**src/logic/eip_pkg.sv**
```systemverilog
// constants and types for the external pin interrupt block
`default_nettype none
package eip_pkg;
   localparam int          EIP_NUM_PC     = 24;
   localparam int          EIP_NUM_EXT    = 2;
   localparam int          EIP_NUM_PINS   = EIP_NUM_PC + EIP_NUM_EXT;
   localparam int          EIP_ADDR_W     = 8;
   localparam int          EIP_DATA_W     = 32;
   // register byte offsets
   localparam logic [7:0]  ADDR_SENSE     = 8'h00;
   localparam logic [7:0]  ADDR_EXT_EN    = 8'h04;
   localparam logic [7:0]  ADDR_EXT_FLAG  = 8'h08;
   localparam logic [7:0]  ADDR_PC_EN     = 8'h0c;
   localparam logic [7:0]  ADDR_PC_FLAG   = 8'h10;
   localparam logic [7:0]  ADDR_MASK0     = 8'h14;
   localparam logic [7:0]  ADDR_MASK1     = 8'h18;
   localparam logic [7:0]  ADDR_MASK2     = 8'h1c;
   localparam logic [7:0]  ADDR_STATUS    = 8'h20;
   localparam logic [7:0]  ADDR_PC_LEVEL  = 8'h24;
   localparam logic [7:0]  ADDR_BOOT_CFG  = 8'h28;
   // sense field encodings
   localparam logic [1:0]  SENSE_LOW      = 2'h0;
   localparam logic [1:0]  SENSE_ANY      = 2'h1;
   localparam logic [1:0]  SENSE_FALL     = 2'h2;
   localparam logic [1:0]  SENSE_RISE     = 2'h3;
   // bus responses
   localparam logic [1:0]  RESP_OKAY      = 2'h0;
   localparam logic [1:0]  RESP_SLVERR    = 2'h2;
   // start-up timing
   localparam int          CLK_PERIOD_NS  = 40;
   localparam int          STARTUP_UNIT_NS = 320;
   localparam logic [15:0] STARTUP_UNIT_CYC =
      16'((STARTUP_UNIT_NS + CLK_PERIOD_NS - 1) / CLK_PERIOD_NS);
   localparam logic [15:0] CNT_ONE        = 16'h0001;
   typedef enum logic [1:0] {
      ST_RUN   = 2'b01,
      ST_START = 2'b10
   } eip_state_type;
endpackage : eip_pkg
`default_nettype wire

```
**src/logic/eip_controller.sv**
```systemverilog
// external pin and pin-change interrupt controller with axi4-lite registers
`default_nettype none
`timescale 1ns/1ns
module eip_controller
   import eip_pkg::*;
(
   input  wire logic                  aclk,
   input  wire logic                  aresetn,
   input  wire logic [EIP_ADDR_W-1:0] s_axi_awaddr,
   input  wire logic                  s_axi_awvalid,
   output var  logic                  s_axi_awready,
   input  wire logic [EIP_DATA_W-1:0] s_axi_wdata,
   input  wire logic [3:0]            s_axi_wstrb,
   input  wire logic                  s_axi_wvalid,
   output var  logic                  s_axi_wready,
   output var  logic [1:0]            s_axi_bresp,
   output var  logic                  s_axi_bvalid,
   input  wire logic                  s_axi_bready,
   input  wire logic [EIP_ADDR_W-1:0] s_axi_araddr,
   input  wire logic                  s_axi_arvalid,
   output var  logic                  s_axi_arready,
   output var  logic [EIP_DATA_W-1:0] s_axi_rdata,
   output var  logic [1:0]            s_axi_rresp,
   output var  logic                  s_axi_rvalid,
   input  wire logic                  s_axi_rready,
   input  wire logic                  ext_request_pin_0,
   input  wire logic                  ext_request_pin_1,
   input  wire logic [EIP_NUM_PC-1:0] pin_change_inputs,
   input  wire logic                  io_clock_run,
   input  wire logic [1:0]            ext_ack,
   input  wire logic [2:0]            pc_ack,
   input  wire logic [1:0]            startup_time_select,
   input  wire logic [3:0]            clock_source_select,
   output var  logic [1:0]            ext_request,
   output var  logic                  pin_change_group0_request,
   output var  logic                  pin_change_group1_request,
   output var  logic                  pin_change_group2_request,
   output var  logic                  wake_request
);
   // pads are read regardless of pin direction
   logic [EIP_NUM_PINS-1:0] pins_stable;
   eip_pin_sync eip_pin_sync_i (
      .aclk        (aclk),
      .aresetn     (aresetn),
      .pins_async  ({ext_request_pin_1, ext_request_pin_0,
                     pin_change_inputs}),
      .pins_stable (pins_stable)
   );

   logic [EIP_NUM_PC-1:0]  pc_stable;
   logic [EIP_NUM_EXT-1:0] ext_stable;
   assign pc_stable  = pins_stable[EIP_NUM_PC-1:0];
   assign ext_stable = pins_stable[EIP_NUM_PINS-1:EIP_NUM_PC];

   // registers
   logic [3:0]            sense_r;
   logic [1:0]            ext_en_r;
   logic [1:0]            ext_flag_r;
   logic [2:0]            pc_en_r;
   logic [2:0]            pc_flag_r;
   logic [7:0]            mask0_r;
   logic [6:0]            mask1_r;
   logic [7:0]            mask2_r;
   logic [EIP_NUM_PC-1:0] pc_prev_r;
   logic [1:0]            ext_prev_r;
   logic                  io_run_prev_r;
   logic [1:0]            start_sel_r;
   logic [3:0]            clk_src_r;
   logic                  cfg_done_r;
   logic [15:0]           start_cnt_r;
   eip_state_type         st_r;

   // bus state
   logic                  aw_have_r;
   logic                  w_have_r;
   logic [EIP_ADDR_W-1:0] awaddr_r;
   logic [EIP_DATA_W-1:0] wdata_r;
   logic [3:0]            wstrb_r;

   // write channel
   logic aw_take;
   logic w_take;
   logic wr_fire;
   logic aw_have_nxt;
   logic w_have_nxt;
   logic bvalid_nxt;
   assign aw_take     = s_axi_awvalid & s_axi_awready;
   assign w_take      = s_axi_wvalid & s_axi_wready;
   assign wr_fire     = aw_have_r & w_have_r & ~s_axi_bvalid;
   assign aw_have_nxt = (aw_have_r & ~wr_fire) | aw_take;
   assign w_have_nxt  = (w_have_r & ~wr_fire) | w_take;
   assign bvalid_nxt  = (s_axi_bvalid & ~s_axi_bready) | wr_fire;

   logic       wr_lane;
   logic       wr_sense;
   logic       wr_ext_en;
   logic       wr_ext_flag;
   logic       wr_pc_en;
   logic       wr_pc_flag;
   logic       wr_mask0;
   logic       wr_mask1;
   logic       wr_mask2;
   logic       wr_mapped;
   logic [7:0] wbyte;
   assign wr_lane     = wr_fire & wstrb_r[0];
   assign wbyte       = wdata_r[7:0];
   assign wr_sense    = wr_lane & (awaddr_r == ADDR_SENSE);
   assign wr_ext_en   = wr_lane & (awaddr_r == ADDR_EXT_EN);
   assign wr_ext_flag = wr_lane & (awaddr_r == ADDR_EXT_FLAG);
   assign wr_pc_en    = wr_lane & (awaddr_r == ADDR_PC_EN);
   assign wr_pc_flag  = wr_lane & (awaddr_r == ADDR_PC_FLAG);
   assign wr_mask0    = wr_lane & (awaddr_r == ADDR_MASK0);
   assign wr_mask1    = wr_lane & (awaddr_r == ADDR_MASK1);
   assign wr_mask2    = wr_lane & (awaddr_r == ADDR_MASK2);
   assign wr_mapped   = (awaddr_r <= ADDR_BOOT_CFG) & (awaddr_r[1:0] == 2'h0);

   // read channel
   logic ar_take;
   logic rvalid_nxt;
   assign ar_take    = s_axi_arvalid & s_axi_arready;
   assign rvalid_nxt = (s_axi_rvalid & ~s_axi_rready) | ar_take;

   logic                  st_run;
   logic                  st_start;
   assign st_run   = (st_r == ST_RUN);
   assign st_start = (st_r == ST_START);

   logic [EIP_DATA_W-1:0] rd_word;
   logic                  rd_mapped;
   assign rd_mapped = (s_axi_araddr <= ADDR_BOOT_CFG) &
                      (s_axi_araddr[1:0] == 2'h0);
   assign rd_word =
      (s_axi_araddr == ADDR_SENSE)    ? {28'h0000000, sense_r}    :
      (s_axi_araddr == ADDR_EXT_EN)   ? {30'h00000000, ext_en_r}  :
      (s_axi_araddr == ADDR_EXT_FLAG) ? {30'h00000000, ext_flag_r} :
      (s_axi_araddr == ADDR_PC_EN)    ? {29'h00000000, pc_en_r}   :
      (s_axi_araddr == ADDR_PC_FLAG)  ? {29'h00000000, pc_flag_r} :
      (s_axi_araddr == ADDR_MASK0)    ? {24'h000000, mask0_r}     :
      (s_axi_araddr == ADDR_MASK1)    ? {25'h0000000, mask1_r}    :
      (s_axi_araddr == ADDR_MASK2)    ? {24'h000000, mask2_r}     :
      (s_axi_araddr == ADDR_STATUS)   ?
         {28'h0000000, wake_request, st_start, ext_stable}        :
      (s_axi_araddr == ADDR_PC_LEVEL) ? {8'h00, pc_stable}        :
      (s_axi_araddr == ADDR_BOOT_CFG) ?
         {26'h0000000, start_sel_r, clk_src_r}                    :
                                        32'h00000000;

   // pin-change groups, always sampled on the always-on clock
   logic [EIP_NUM_PC-1:0] pc_chg;
   logic [2:0]            pc_set;
   logic [2:0]            pc_clr;
   logic [2:0]            pc_flag_nxt;
   assign pc_chg      = pc_stable ^ pc_prev_r;
   assign pc_set[0]   = |(pc_chg[7:0] & mask0_r);
   assign pc_set[1]   = |(pc_chg[14:8] & mask1_r);
   assign pc_set[2]   = |(pc_chg[23:16] & mask2_r);
   assign pc_clr      = ({3{wr_pc_flag}} & wbyte[2:0]) | pc_ack;
   assign pc_flag_nxt = pc_set | (pc_flag_r & ~pc_clr);

   // dedicated pins
   logic [1:0] ext_set;
   logic [1:0] ext_level_mode;
   logic [1:0] ext_low_req;
   logic [1:0] ext_clr;
   logic [1:0] ext_flag_nxt;
   logic [1:0] ext_req_nxt;
   genvar i;
   generate
      for (i = 0; i < EIP_NUM_EXT; i = i + 1) begin : g_ext
         logic [1:0] mode;
         logic       moved;
         assign mode  = sense_r[2*i +: 2];
         assign moved = io_clock_run &
                        (ext_stable[i] ^ ext_prev_r[i]);
         assign ext_set[i] = moved & ((mode == SENSE_ANY) |
            ((mode == SENSE_FALL) & ~ext_stable[i]) |
            ((mode == SENSE_RISE) & ext_stable[i]));
         assign ext_level_mode[i] = (mode == SENSE_LOW);
         assign ext_low_req[i] = ext_level_mode[i] &
                                 ~ext_stable[i];
      end
   endgenerate
   assign ext_clr      = ({2{wr_ext_flag}} & wbyte[1:0]) | ext_ack;
   assign ext_flag_nxt = ~ext_level_mode &
                         (ext_set | (ext_flag_r & ~ext_clr));
   // level requests are held off until start-up has run out
   assign ext_req_nxt  = ext_en_r & ((ext_low_req & {2{st_run}}) |
                                     ext_flag_r);

   logic wake_nxt;
   assign wake_nxt = ~io_clock_run & ((|(ext_en_r & ext_low_req)) |
                     (|(ext_en_r & ext_flag_r)) |
                     (|(pc_en_r & pc_flag_r)));

   // start-up length from the boot settings
   logic [15:0] start_cyc;
   logic        woke;
   assign start_cyc = 16'(((16'(clk_src_r) + CNT_ONE) * STARTUP_UNIT_CYC)
                          << start_sel_r);
   assign woke = io_clock_run & ~io_run_prev_r;

   eip_state_type st_nxt;
   logic [15:0]   start_cnt_nxt;
   always_comb begin
      st_nxt        = st_r;
      start_cnt_nxt = start_cnt_r;
      case (st_r)
         ST_RUN: begin
            if (woke) begin
               st_nxt        = ST_START;
               start_cnt_nxt = start_cyc;
            end
         end
         ST_START: begin
            if (start_cnt_r <= CNT_ONE) begin
               st_nxt = ST_RUN;
            end
            start_cnt_nxt = start_cnt_r - CNT_ONE;
         end
         default: begin
            st_nxt = ST_RUN;
         end
      endcase
   end

   always_ff @(posedge aclk) begin
      if (!aresetn) begin
         s_axi_awready <= 1'b0;
         s_axi_wready  <= 1'b0;
         s_axi_bvalid  <= 1'b0;
         s_axi_bresp   <= RESP_OKAY;
         s_axi_arready <= 1'b0;
         s_axi_rvalid  <= 1'b0;
         s_axi_rresp   <= RESP_OKAY;
         s_axi_rdata   <= 32'h00000000;
         aw_have_r     <= 1'b0;
         w_have_r      <= 1'b0;
         awaddr_r      <= 8'h00;
         wdata_r       <= 32'h00000000;
         wstrb_r       <= 4'h0;
      end else begin
         aw_have_r     <= aw_have_nxt;
         w_have_r      <= w_have_nxt;
         s_axi_bvalid  <= bvalid_nxt;
         s_axi_awready <= ~aw_have_nxt & ~bvalid_nxt;
         s_axi_wready  <= ~w_have_nxt & ~bvalid_nxt;
         s_axi_rvalid  <= rvalid_nxt;
         s_axi_arready <= ~rvalid_nxt;
         if (aw_take) begin
            awaddr_r <= s_axi_awaddr;
         end
         if (w_take) begin
            wdata_r <= s_axi_wdata;
            wstrb_r <= s_axi_wstrb;
         end
         if (wr_fire) begin
            s_axi_bresp <= wr_mapped ? RESP_OKAY : RESP_SLVERR;
         end
         if (ar_take) begin
            s_axi_rdata <= rd_word;
            s_axi_rresp <= rd_mapped ? RESP_OKAY : RESP_SLVERR;
         end
      end
   end

   always_ff @(posedge aclk) begin
      if (!aresetn) begin
         sense_r  <= 4'h0;
         ext_en_r <= 2'h0;
         pc_en_r  <= 3'h0;
         mask0_r  <= 8'h00;
         mask1_r  <= 7'h00;
         mask2_r  <= 8'h00;
      end else begin
         if (wr_sense)  sense_r  <= wbyte[3:0];
         if (wr_ext_en) ext_en_r <= wbyte[1:0];
         if (wr_pc_en)  pc_en_r  <= wbyte[2:0];
         if (wr_mask0)  mask0_r  <= wbyte;
         if (wr_mask1)  mask1_r  <= wbyte[6:0];
         if (wr_mask2)  mask2_r  <= wbyte;
      end
   end

   always_ff @(posedge aclk) begin
      if (!aresetn) begin
         ext_flag_r    <= 2'h0;
         pc_flag_r     <= 3'h0;
         pc_prev_r     <= {EIP_NUM_PC{1'b1}};
         ext_prev_r    <= 2'h3;
         io_run_prev_r <= 1'b1;
         st_r          <= ST_RUN;
         start_cnt_r   <= 16'h0000;
         ext_request   <= 2'h0;
         pin_change_group0_request <= 1'b0;
         pin_change_group1_request <= 1'b0;
         pin_change_group2_request <= 1'b0;
         wake_request  <= 1'b0;
      end else begin
         ext_flag_r    <= ext_flag_nxt;
         pc_flag_r     <= pc_flag_nxt;
         pc_prev_r     <= pc_stable;
         // previous sample frozen while the io clock is halted
         if (io_clock_run) ext_prev_r <= ext_stable;
         io_run_prev_r <= io_clock_run;
         st_r          <= st_nxt;
         start_cnt_r   <= start_cnt_nxt;
         ext_request   <= ext_req_nxt;
         pin_change_group0_request <= pc_en_r[0] & pc_flag_r[0];
         pin_change_group1_request <= pc_en_r[1] & pc_flag_r[1];
         pin_change_group2_request <= pc_en_r[2] & pc_flag_r[2];
         wake_request  <= wake_nxt;
      end
   end

   // boot settings caught once after reset release
   always_ff @(posedge aclk) begin
      if (!aresetn) begin
         start_sel_r <= 2'h0;
         clk_src_r   <= 4'h0;
         cfg_done_r  <= 1'b0;
      end else if (!cfg_done_r) begin
         start_sel_r <= startup_time_select;
         clk_src_r   <= clock_source_select;
         cfg_done_r <= 1'b1;
      end
   end

   chk_group0_flag_set: assert property (
      @(posedge aclk) disable iff (!aresetn)
      (|(pc_chg[7:0] & mask0_r)) |=> pc_flag_r[0])
      else $error("group0 masked change did not set flag");
   chk_group1_flag_set: assert property (
      @(posedge aclk) disable iff (!aresetn)
      (|(pc_chg[14:8] & mask1_r)) |=> pc_flag_r[1])
      else $error("group1 masked change did not set flag");
   chk_group2_req_path: assert property (
      @(posedge aclk) disable iff (!aresetn)
      ((|(pc_chg[23:16] & mask2_r)) && pc_en_r[2] && pc_ack[2] == 1'b0)
      |=> ##1 pin_change_group2_request)
      else $error("group2 change did not reach request");
   chk_mask_blocks_change: assert property (
      @(posedge aclk) disable iff (!aresetn)
      (!(|(pc_chg[7:0] & mask0_r)) && !pc_flag_r[0]) |=> !pc_flag_r[0])
      else $error("unmasked pin set group0 flag");
   chk_level_keeps_req: assert property (
      @(posedge aclk) disable iff (!aresetn)
      (ext_en_r[0] && sense_r[1:0] == SENSE_LOW && !ext_stable[0] && st_run)
      |=> ext_request[0])
      else $error("level request missing while pin low");
   chk_edge_stall_halt: assert property (
      @(posedge aclk) disable iff (!aresetn)
      !io_clock_run |=> ($stable(ext_prev_r) && $past(ext_set) == 2'h0))
      else $error("edge logic moved with io clock halted");
   chk_level_flag_clear: assert property (
      @(posedge aclk) disable iff (!aresetn)
      (sense_r[3:2] == SENSE_LOW) |=> !ext_flag_r[1])
      else $error("flag set in level mode");
   chk_fall_edge_flag: assert property (
      @(posedge aclk) disable iff (!aresetn)
      (sense_r[1:0] == SENSE_FALL && io_clock_run && ext_prev_r[0]
       && !ext_stable[0]) |=> ext_flag_r[0])
      else $error("falling edge did not set flag");
   chk_startup_holds_lvl: assert property (
      @(posedge aclk) disable iff (!aresetn)
      (st_start && sense_r[1:0] == SENSE_LOW && !ext_flag_r[0])
      |=> !ext_request[0])
      else $error("level request during start-up");
   chk_sleep_level_wake: assert property (
      @(posedge aclk) disable iff (!aresetn)
      (!io_clock_run && ext_en_r[0] && sense_r[1:0] == SENSE_LOW
       && !ext_stable[0]) |=> wake_request)
      else $error("low level did not wake");
endmodule : eip_controller
`default_nettype wire

```
**src/logic/eip_pin_sync.sv**
```systemverilog
// three-stage input synchronizer with agreement filter
`default_nettype none
`timescale 1ns/1ns
module eip_pin_sync
   import eip_pkg::*;
(
   input  wire logic                    aclk,
   input  wire logic                    aresetn,
   input  wire logic [EIP_NUM_PINS-1:0] pins_async,
   output var  logic [EIP_NUM_PINS-1:0] pins_stable
);
   logic [EIP_NUM_PINS-1:0] s1_r;
   logic [EIP_NUM_PINS-1:0] s2_r;
   logic [EIP_NUM_PINS-1:0] s3_r;

   genvar i;
   generate
      for (i = 0; i < EIP_NUM_PINS; i = i + 1) begin : g_bit
         // stable level moves only once stages two and three agree
         always_ff @(posedge aclk) begin
            if (!aresetn) begin
               s1_r[i]        <= 1'b1;
               s2_r[i]        <= 1'b1;
               s3_r[i]        <= 1'b1;
               pins_stable[i] <= 1'b1;
            end else begin
               s1_r[i] <= pins_async[i];
               s2_r[i] <= s1_r[i];
               s3_r[i] <= s2_r[i];
               if (s2_r[i] == s3_r[i]) begin
                  pins_stable[i] <= s3_r[i];
               end
            end
         end
      end
   endgenerate
endmodule : eip_pin_sync
`default_nettype wire

```
**config.mk**
```make
export PLATFORM = sky130hd
export DESIGN_NAME = eip_controller
export DESIGN_NICKNAME = d
export VERILOG_FILES = /design/src/logic/eip_pkg.sv /design/src/logic/eip_controller.sv /design/src/logic/eip_pin_sync.sv
export SDC_FILE = /design/constraint.sdc
export NUM_CORES = 1
export LEC_CHECK = 0
export ABC_AREA = 1
export BUFFER_PORTS_ARGS = -buffer_cell sky130_fd_sc_hd__buf_2
export CAP_MARGIN = 20
export CELL_PAD_IN_SITES_DETAIL_PLACEMENT = 0
export CELL_PAD_IN_SITES_GLOBAL_PLACEMENT = 2
export CORE_MARGIN = 5
export CORE_UTILIZATION = 33
export DETAILED_ROUTE_END_ITERATION = 16
export HOLD_SLACK_MARGIN = 0.02
export PLACE_DENSITY_LB_ADDON = 0.15
export SYNTH_ARGS = -nofsm -noshare
export SYNTH_HDL_FRONTEND = slang
export SYNTH_SLANG_ARGS = --single-unit
```
**constraint.sdc**
```tcl
create_clock -name aclk -period 1.6 [get_ports aclk]
set_input_delay 0.32 -clock aclk [delete_from_list [all_inputs] [get_ports aclk]]
set_output_delay 0.32 -clock aclk [all_outputs]
set_load 0.02 [all_outputs]
```
==> impl_metrics.xml <==
<?xml version="1.0" encoding="UTF-8"?>
<metrics>
  <group name="synth">
    <metric name="synth.lib_cells_used.distinct" unit="">44</metric>
    <metric name="synth_top_area_share" unit="%">52.9</metric>
    <metric name="post_synth_inst_count" unit="">1153</metric>
    <metric name="synthesis.area" unit="mm^2">0.00938</metric>
    <metric name="synth_sequential_area_ratio" unit="%">52.9</metric>
    <metric name="leading_cell_types_by_total_area_after_synthesis" unit="">sky130_fd_sc_hd__dfxtp_1 (53%), sky130_fd_sc_hd__a21oi_1 (6.8%), sky130_fd_sc_hd__or2_2 (6.7%), sky130_fd_sc_hd__o21ai_0 (6.5%), sky130_fd_sc_hd__nand2_1 (6.1%)</metric>
    <metric name="postSynthRegisterBits" unit="">248</metric>
    <metric name="synth_top_flop_cell" unit="">sky130_fd_sc_hd__dfxtp_1</metric>
    <metric name="yosysWarningCount" unit="">0</metric>
    <metric name="largest_area_contributor_in_the_netlist" unit="">sky130_fd_sc_hd__dfxtp_1</metric>
    <metric name="synth_enable_flop_cells" unit="">0</metric>
    <metric name="synth-async-reset-ratio" unit="%">0</metric>
    <metric name="postSynthAreaPerCell" unit="um^2">8.14</metric>
  </group>
  <group name="worst_setup_path">
    <metric name="worstSetupEndpointType" unit="">register</metric>
    <metric name="cp_data_arrival_time" unit="ns">2.02</metric>
    <metric name="r2r_end" unit="">mask0_r[0]</metric>
    <metric name="cp_cell_sequence" unit="">inv_2 -&gt; nor3_4 -&gt; nand2_2 -&gt; inv_2 -&gt; nand2_4 -&gt; buf_6 -&gt; nor2_4 -&gt; buf_6 -&gt; o21ai_2 -&gt; a21oi_1</metric>
    <metric name="crit_path_top_delay_cell" unit="">sky130_fd_sc_hd__dfxtp_2</metric>
    <metric name="timing.setup.critical_path_class" unit="">reg2reg</metric>
    <metric name="worst_r2r_path_depth" unit="">10</metric>
    <metric name="r2r_setup_slack" unit="ns">0.04</metric>
    <metric name="max_stage_delay" unit="ns">0.33</metric>
    <metric name="critPathMaxFanout" unit="">4</metric>
    <metric name="worstSetupStartpointType" unit="">register</metric>
    <metric name="worst-path-buf-inv" unit="">4</metric>
    <metric name="required_time_of_the_critical_path" unit="ns">2.06</metric>
    <metric name="r2r_start" unit="">aw_have_r</metric>
    <metric name="worst_path_dominant_cell_family" unit="">simple AND/OR/NAND/NOR gates</metric>
  </group>
  <group name="cells_and_area">
    <metric name="most-common-layout-cells" unit="">sky130_fd_sc_hd__dfxtp_1 (243), sky130_fd_sc_hd__nand2_1 (151), sky130_fd_sc_hd__nor2_1 (137)</metric>
    <metric name="finish.cell_count_without_fillers" unit="">1764</metric>
    <metric name="final_nets" unit="">1464</metric>
    <metric name="flow.area_growth_from_synthesis" unit="%">31.1</metric>
    <metric name="most_common_cell_after_layout_fill_and_taps_aside" unit="">sky130_fd_sc_hd__dfxtp_1</metric>
    <metric name="n_antenna_cell" unit="">0</metric>
    <metric name="drive_gt1_share" unit="%">28.3</metric>
  </group>
  <group name="global_routing">
    <metric name="grt.total_usage" unit="%">16.4</metric>
    <metric name="antenna_found_initial" unit="">1</metric>
    <metric name="grt_first_pass_wirelength" unit="mm">41.3</metric>
    <metric name="grt_max_degree" unit="">56</metric>
    <metric name="global_route.overflow_total" unit="">0</metric>
    <metric name="grt_pass1_vias" unit="">7584</metric>
  </group>
  <group name="timing">
    <metric name="slew_viol_final" unit="">0</metric>
    <metric name="period_needed" unit="ns">1.56</metric>
    <metric name="portion_of_the_clock_cycle_consumed_by_the_worst_path_in_the_final_layout" unit="%">97.4</metric>
    <metric name="rsz0062_at_grt" unit="">true</metric>
    <metric name="max_freq" unit="MHz">642</metric>
    <metric name="timing_hold_violations_final" unit="">0</metric>
    <metric name="finalSetupViolations" unit="">0</metric>
    <metric name="clock_skew" unit="ns">0.00654</metric>
  </group>
  <group name="drt">
    <metric name="ant_nets" unit="">0</metric>
    <metric name="detail_route.drc_violations" unit="">0</metric>
    <metric name="drt_iter0_markers" unit="">374</metric>
    <metric name="drt_wl_total" unit="mm">26.3</metric>
    <metric name="routed_wire_length_per_instance" unit="um">14.9</metric>
    <metric name="vias" unit="">7947</metric>
    <metric name="drt-pass1-iter-count" unit="">4</metric>
    <metric name="vias_per_cell" unit="">4.51</metric>
  </group>
  <group name="placed_design">
    <metric name="detailedPlacementHpwl" unit="mm">19.6</metric>
    <metric name="place.port_buffers" unit="">106</metric>
    <metric name="place.detailed.instances" unit="">1682</metric>
    <metric name="routabilityCongestion" unit="">0.791</metric>
  </group>
  <group name="pwr">
    <metric name="clkPwrFrac" unit="%">46.8</metric>
    <metric name="pwr_density_cell" unit="mW/mm^2">1140</metric>
    <metric name="design_power_total" unit="mW">14.0</metric>
    <metric name="net_sw_share" unit="%">22.8</metric>
    <metric name="ir_worst_vdd" unit="V">0.000686</metric>
    <metric name="power_frac_seq" unit="%">46.2</metric>
    <metric name="p_comb_share" unit="%">7.0</metric>
    <metric name="leakagePower" unit="nW">5.18</metric>
    <metric name="total_switching_power" unit="mW">3.19</metric>
    <metric name="internal_power" unit="mW">10.8</metric>
  </group>
  <group name="min_path">
    <metric name="min_from" unit="">s_axi_awaddr[6]</metric>
    <metric name="hold_end" unit="">awaddr_r[6]</metric>
    <metric name="timing.hold.worst_path_depth" unit="">3</metric>
    <metric name="timing.hold.worst.class" unit="">in2reg</metric>
  </group>
  <group name="clocking">
    <metric name="cts-root-buf" unit="">sky130_fd_sc_hd__clkbuf_16</metric>
    <metric name="cts_max_level" unit="">1</metric>
    <metric name="maximum_count_of_clock_buffers_along_a_single_path" unit="">3</metric>
    <metric name="cts_sinks" unit="">248</metric>
    <metric name="clk_pin_slew_worst_paths" unit="ns">0.06</metric>
    <metric name="cts_buffers" unit="">28</metric>
    <metric name="tritoncts" unit="">built</metric>
    <metric name="clock_latency" unit="ns">0.53</metric>
  </group>
  <group name="floorplanning">
    <metric name="rows" unit="">61</metric>
    <metric name="chip_width" unit="um">179</metric>
    <metric name="vert_die_dim" unit="um">179</metric>
    <metric name="coreArea" unit="mm^2">0.0279</metric>
    <metric name="floorplan.initialDensity" unit="%">33.6</metric>
    <metric name="io-pin-count" unit="">144</metric>
    <metric name="die_area" unit="mm^2">0.0319</metric>
  </group>
  <group name="run_status">
    <metric name="run_status" unit="">finished, final reports clean</metric>
  </group>
  <group name="run">
    <metric name="maxCapViolations" unit="">0</metric>
  </group>
</metrics>
==> metal layers <==
layer	track usage (%)	part of all wire (%)	vias up
li1	-	-	4189
met4	4.22	2.2	0
met5	0	0	-
met2	26.0	45	132
met3	2.46	4.3	39
met1	23.3	49	3587
==> metrics by stage <==
stage	setup WS, ns	setup TNS (ns)	instance area (um^2)	utilization, %	hold WS [ns]
final	0.0414	0	12300	44.0	0.0482
after global routing	-0.116	-0.672	12300	44.0	0.0305
after CTS	0.00880	0	12200	43.6	0.0281
after detailed placement	-0.220	-1.30	10900	39.1	0.398
after global placement	-0.209	-1.03	10900	39.1	0.395
after floorplan	0.163	0	9420	-	0.348
==> worst max path at each step <==
| stage | start | end | slack, ns | cells past startpoint |
|---|---|---|---|---|
| 6_report | aw_have_r | mask0_r[0] | 0.04 | 10 |
| 5_1_grt | aw_have_r | mask0_r[0] | -0.12 | 10 |
| 4_1_cts | start_cnt_r[0] | st_r[0] | 0.009 | 9 |
| 3_5_place_dp | s_axi_araddr[1] | s_axi_rdata[2] | -0.22 | 12 |
| 3_3_place_gp | s_axi_araddr[0] | s_axi_rdata[7] | -0.21 | 11 |
| 2_1_floorplan | awaddr_r[0] | mask0_r[7] | 0.16 | 8 |
==> logic make-up (layout without fill, tap and decap cells) <==
logic type / Yosys count / in the layout / share of synthesized area (%)
simple gates: 468 / 468 / 23.6
xor+xnor: 6 / 6 / 0.560
flops: 248 / 248 / 52.9
compound gates: 286 / 286 / 16.3
fa+ha+maj: 3 / 3 / 0.400
buf+inv: 141 / 365 / 6.15
other cells: 1 / 10 / 0.0400
==> state kept, by name, summed over array words and instances, names as in the netlist, 2 cells and up <==
register,count
awaddr_r,8
mask1_r,7
clk_src_r,4
ext_en_r,2
ext_prev_r,2
sense_r,4
mask2_r,8
ext_request,2
eip_pin_sync_i.s1_r,26
eip_pin_sync_i.s3_r,26
start_cnt_r,16
eip_pin_sync_i.s2_r,26
eip_pin_sync_i.pins_stable,26
pc_en_r,3
wdata_r,8
pc_flag_r,3
ext_flag_r,2
pc_prev_r,23
st_r,2
mask0_r,8
s_axi_rdata,24
start_sel_r,2
==> worst min-delay path, delay by kind of cell <==
family / cells / cell delay [ns]
AO/OA/AOI/OAI: 1 / 0.08
AND/OR/NAND/NOR: 1 / 0.07
buffers and inverters: 1 / 0.07
==> synth_stat cells (3+ instances only) <==
library cell	count
sky130_fd_sc_hd__a21oi_1	127
sky130_fd_sc_hd__clkbuf_1	29
sky130_fd_sc_hd__nor2_1	139
sky130_fd_sc_hd__o21ai_0	121
sky130_fd_sc_hd__nor2_4	4
sky130_fd_sc_hd__a311oi_1	5
sky130_fd_sc_hd__dfxtp_1	248
sky130_fd_sc_hd__xor2_1	3
sky130_fd_sc_hd__or2_2	101
sky130_fd_sc_hd__o211ai_1	8
sky130_fd_sc_hd__a31oi_1	5
sky130_fd_sc_hd__o22ai_1	6
sky130_fd_sc_hd__nor3_1	8
sky130_fd_sc_hd__buf_1	3
sky130_fd_sc_hd__inv_1	90
sky130_fd_sc_hd__ha_1	3
sky130_fd_sc_hd__nand4_1	6
sky130_fd_sc_hd__nor3_2	4
sky130_fd_sc_hd__inv_2	5
sky130_fd_sc_hd__buf_4	12
sky130_fd_sc_hd__nor2_2	8
sky130_fd_sc_hd__nor4_1	3
sky130_fd_sc_hd__nand3_1	30
sky130_fd_sc_hd__xnor2_1	3
sky130_fd_sc_hd__nand2_1	153
sky130_fd_sc_hd__nand2_2	5
==> power groups by stage <==
| stage | Combinational [mW] | Clock, mW | Sequential [mW] |
|---|---|---|---|
| after floorplan | 0.507 | 0 | 6.57 |
| after global placement | 0.903 | 0 | 6.59 |
| after detailed placement | 0.902 | 0 | 6.59 |
| after CTS | 0.958 | 6.75 | 6.45 |
| after global routing | 1.09 | 7.03 | 6.47 |
| final | 0.973 | 6.55 | 6.46 |
==> final cells by class <==
class                      count  area, um^2
inverter                      95         364
timing repair buffer         218        1550
clock inverter                14         151
fill                        2889       15600
multi-input combinational    773        3970
tap                          378         473
clock buffer                  38         810
sequential                   248        4970
==> what timing repair did <==
| action | CTS | global route |
|---|---|---|
| hold buffers | 27 | 0 |
| endpoints found under the hold margin | 27 | 0 |
| gates resized for setup | 3 | 43 |
| pin swaps | 1 | 11 |
| cloned | 0 | 0 |
| setup endpoints to repair | 4 | 44 |
| setup buffers | 1 | 2 |
Note: power is estimated with default switching activity, not from simulation.
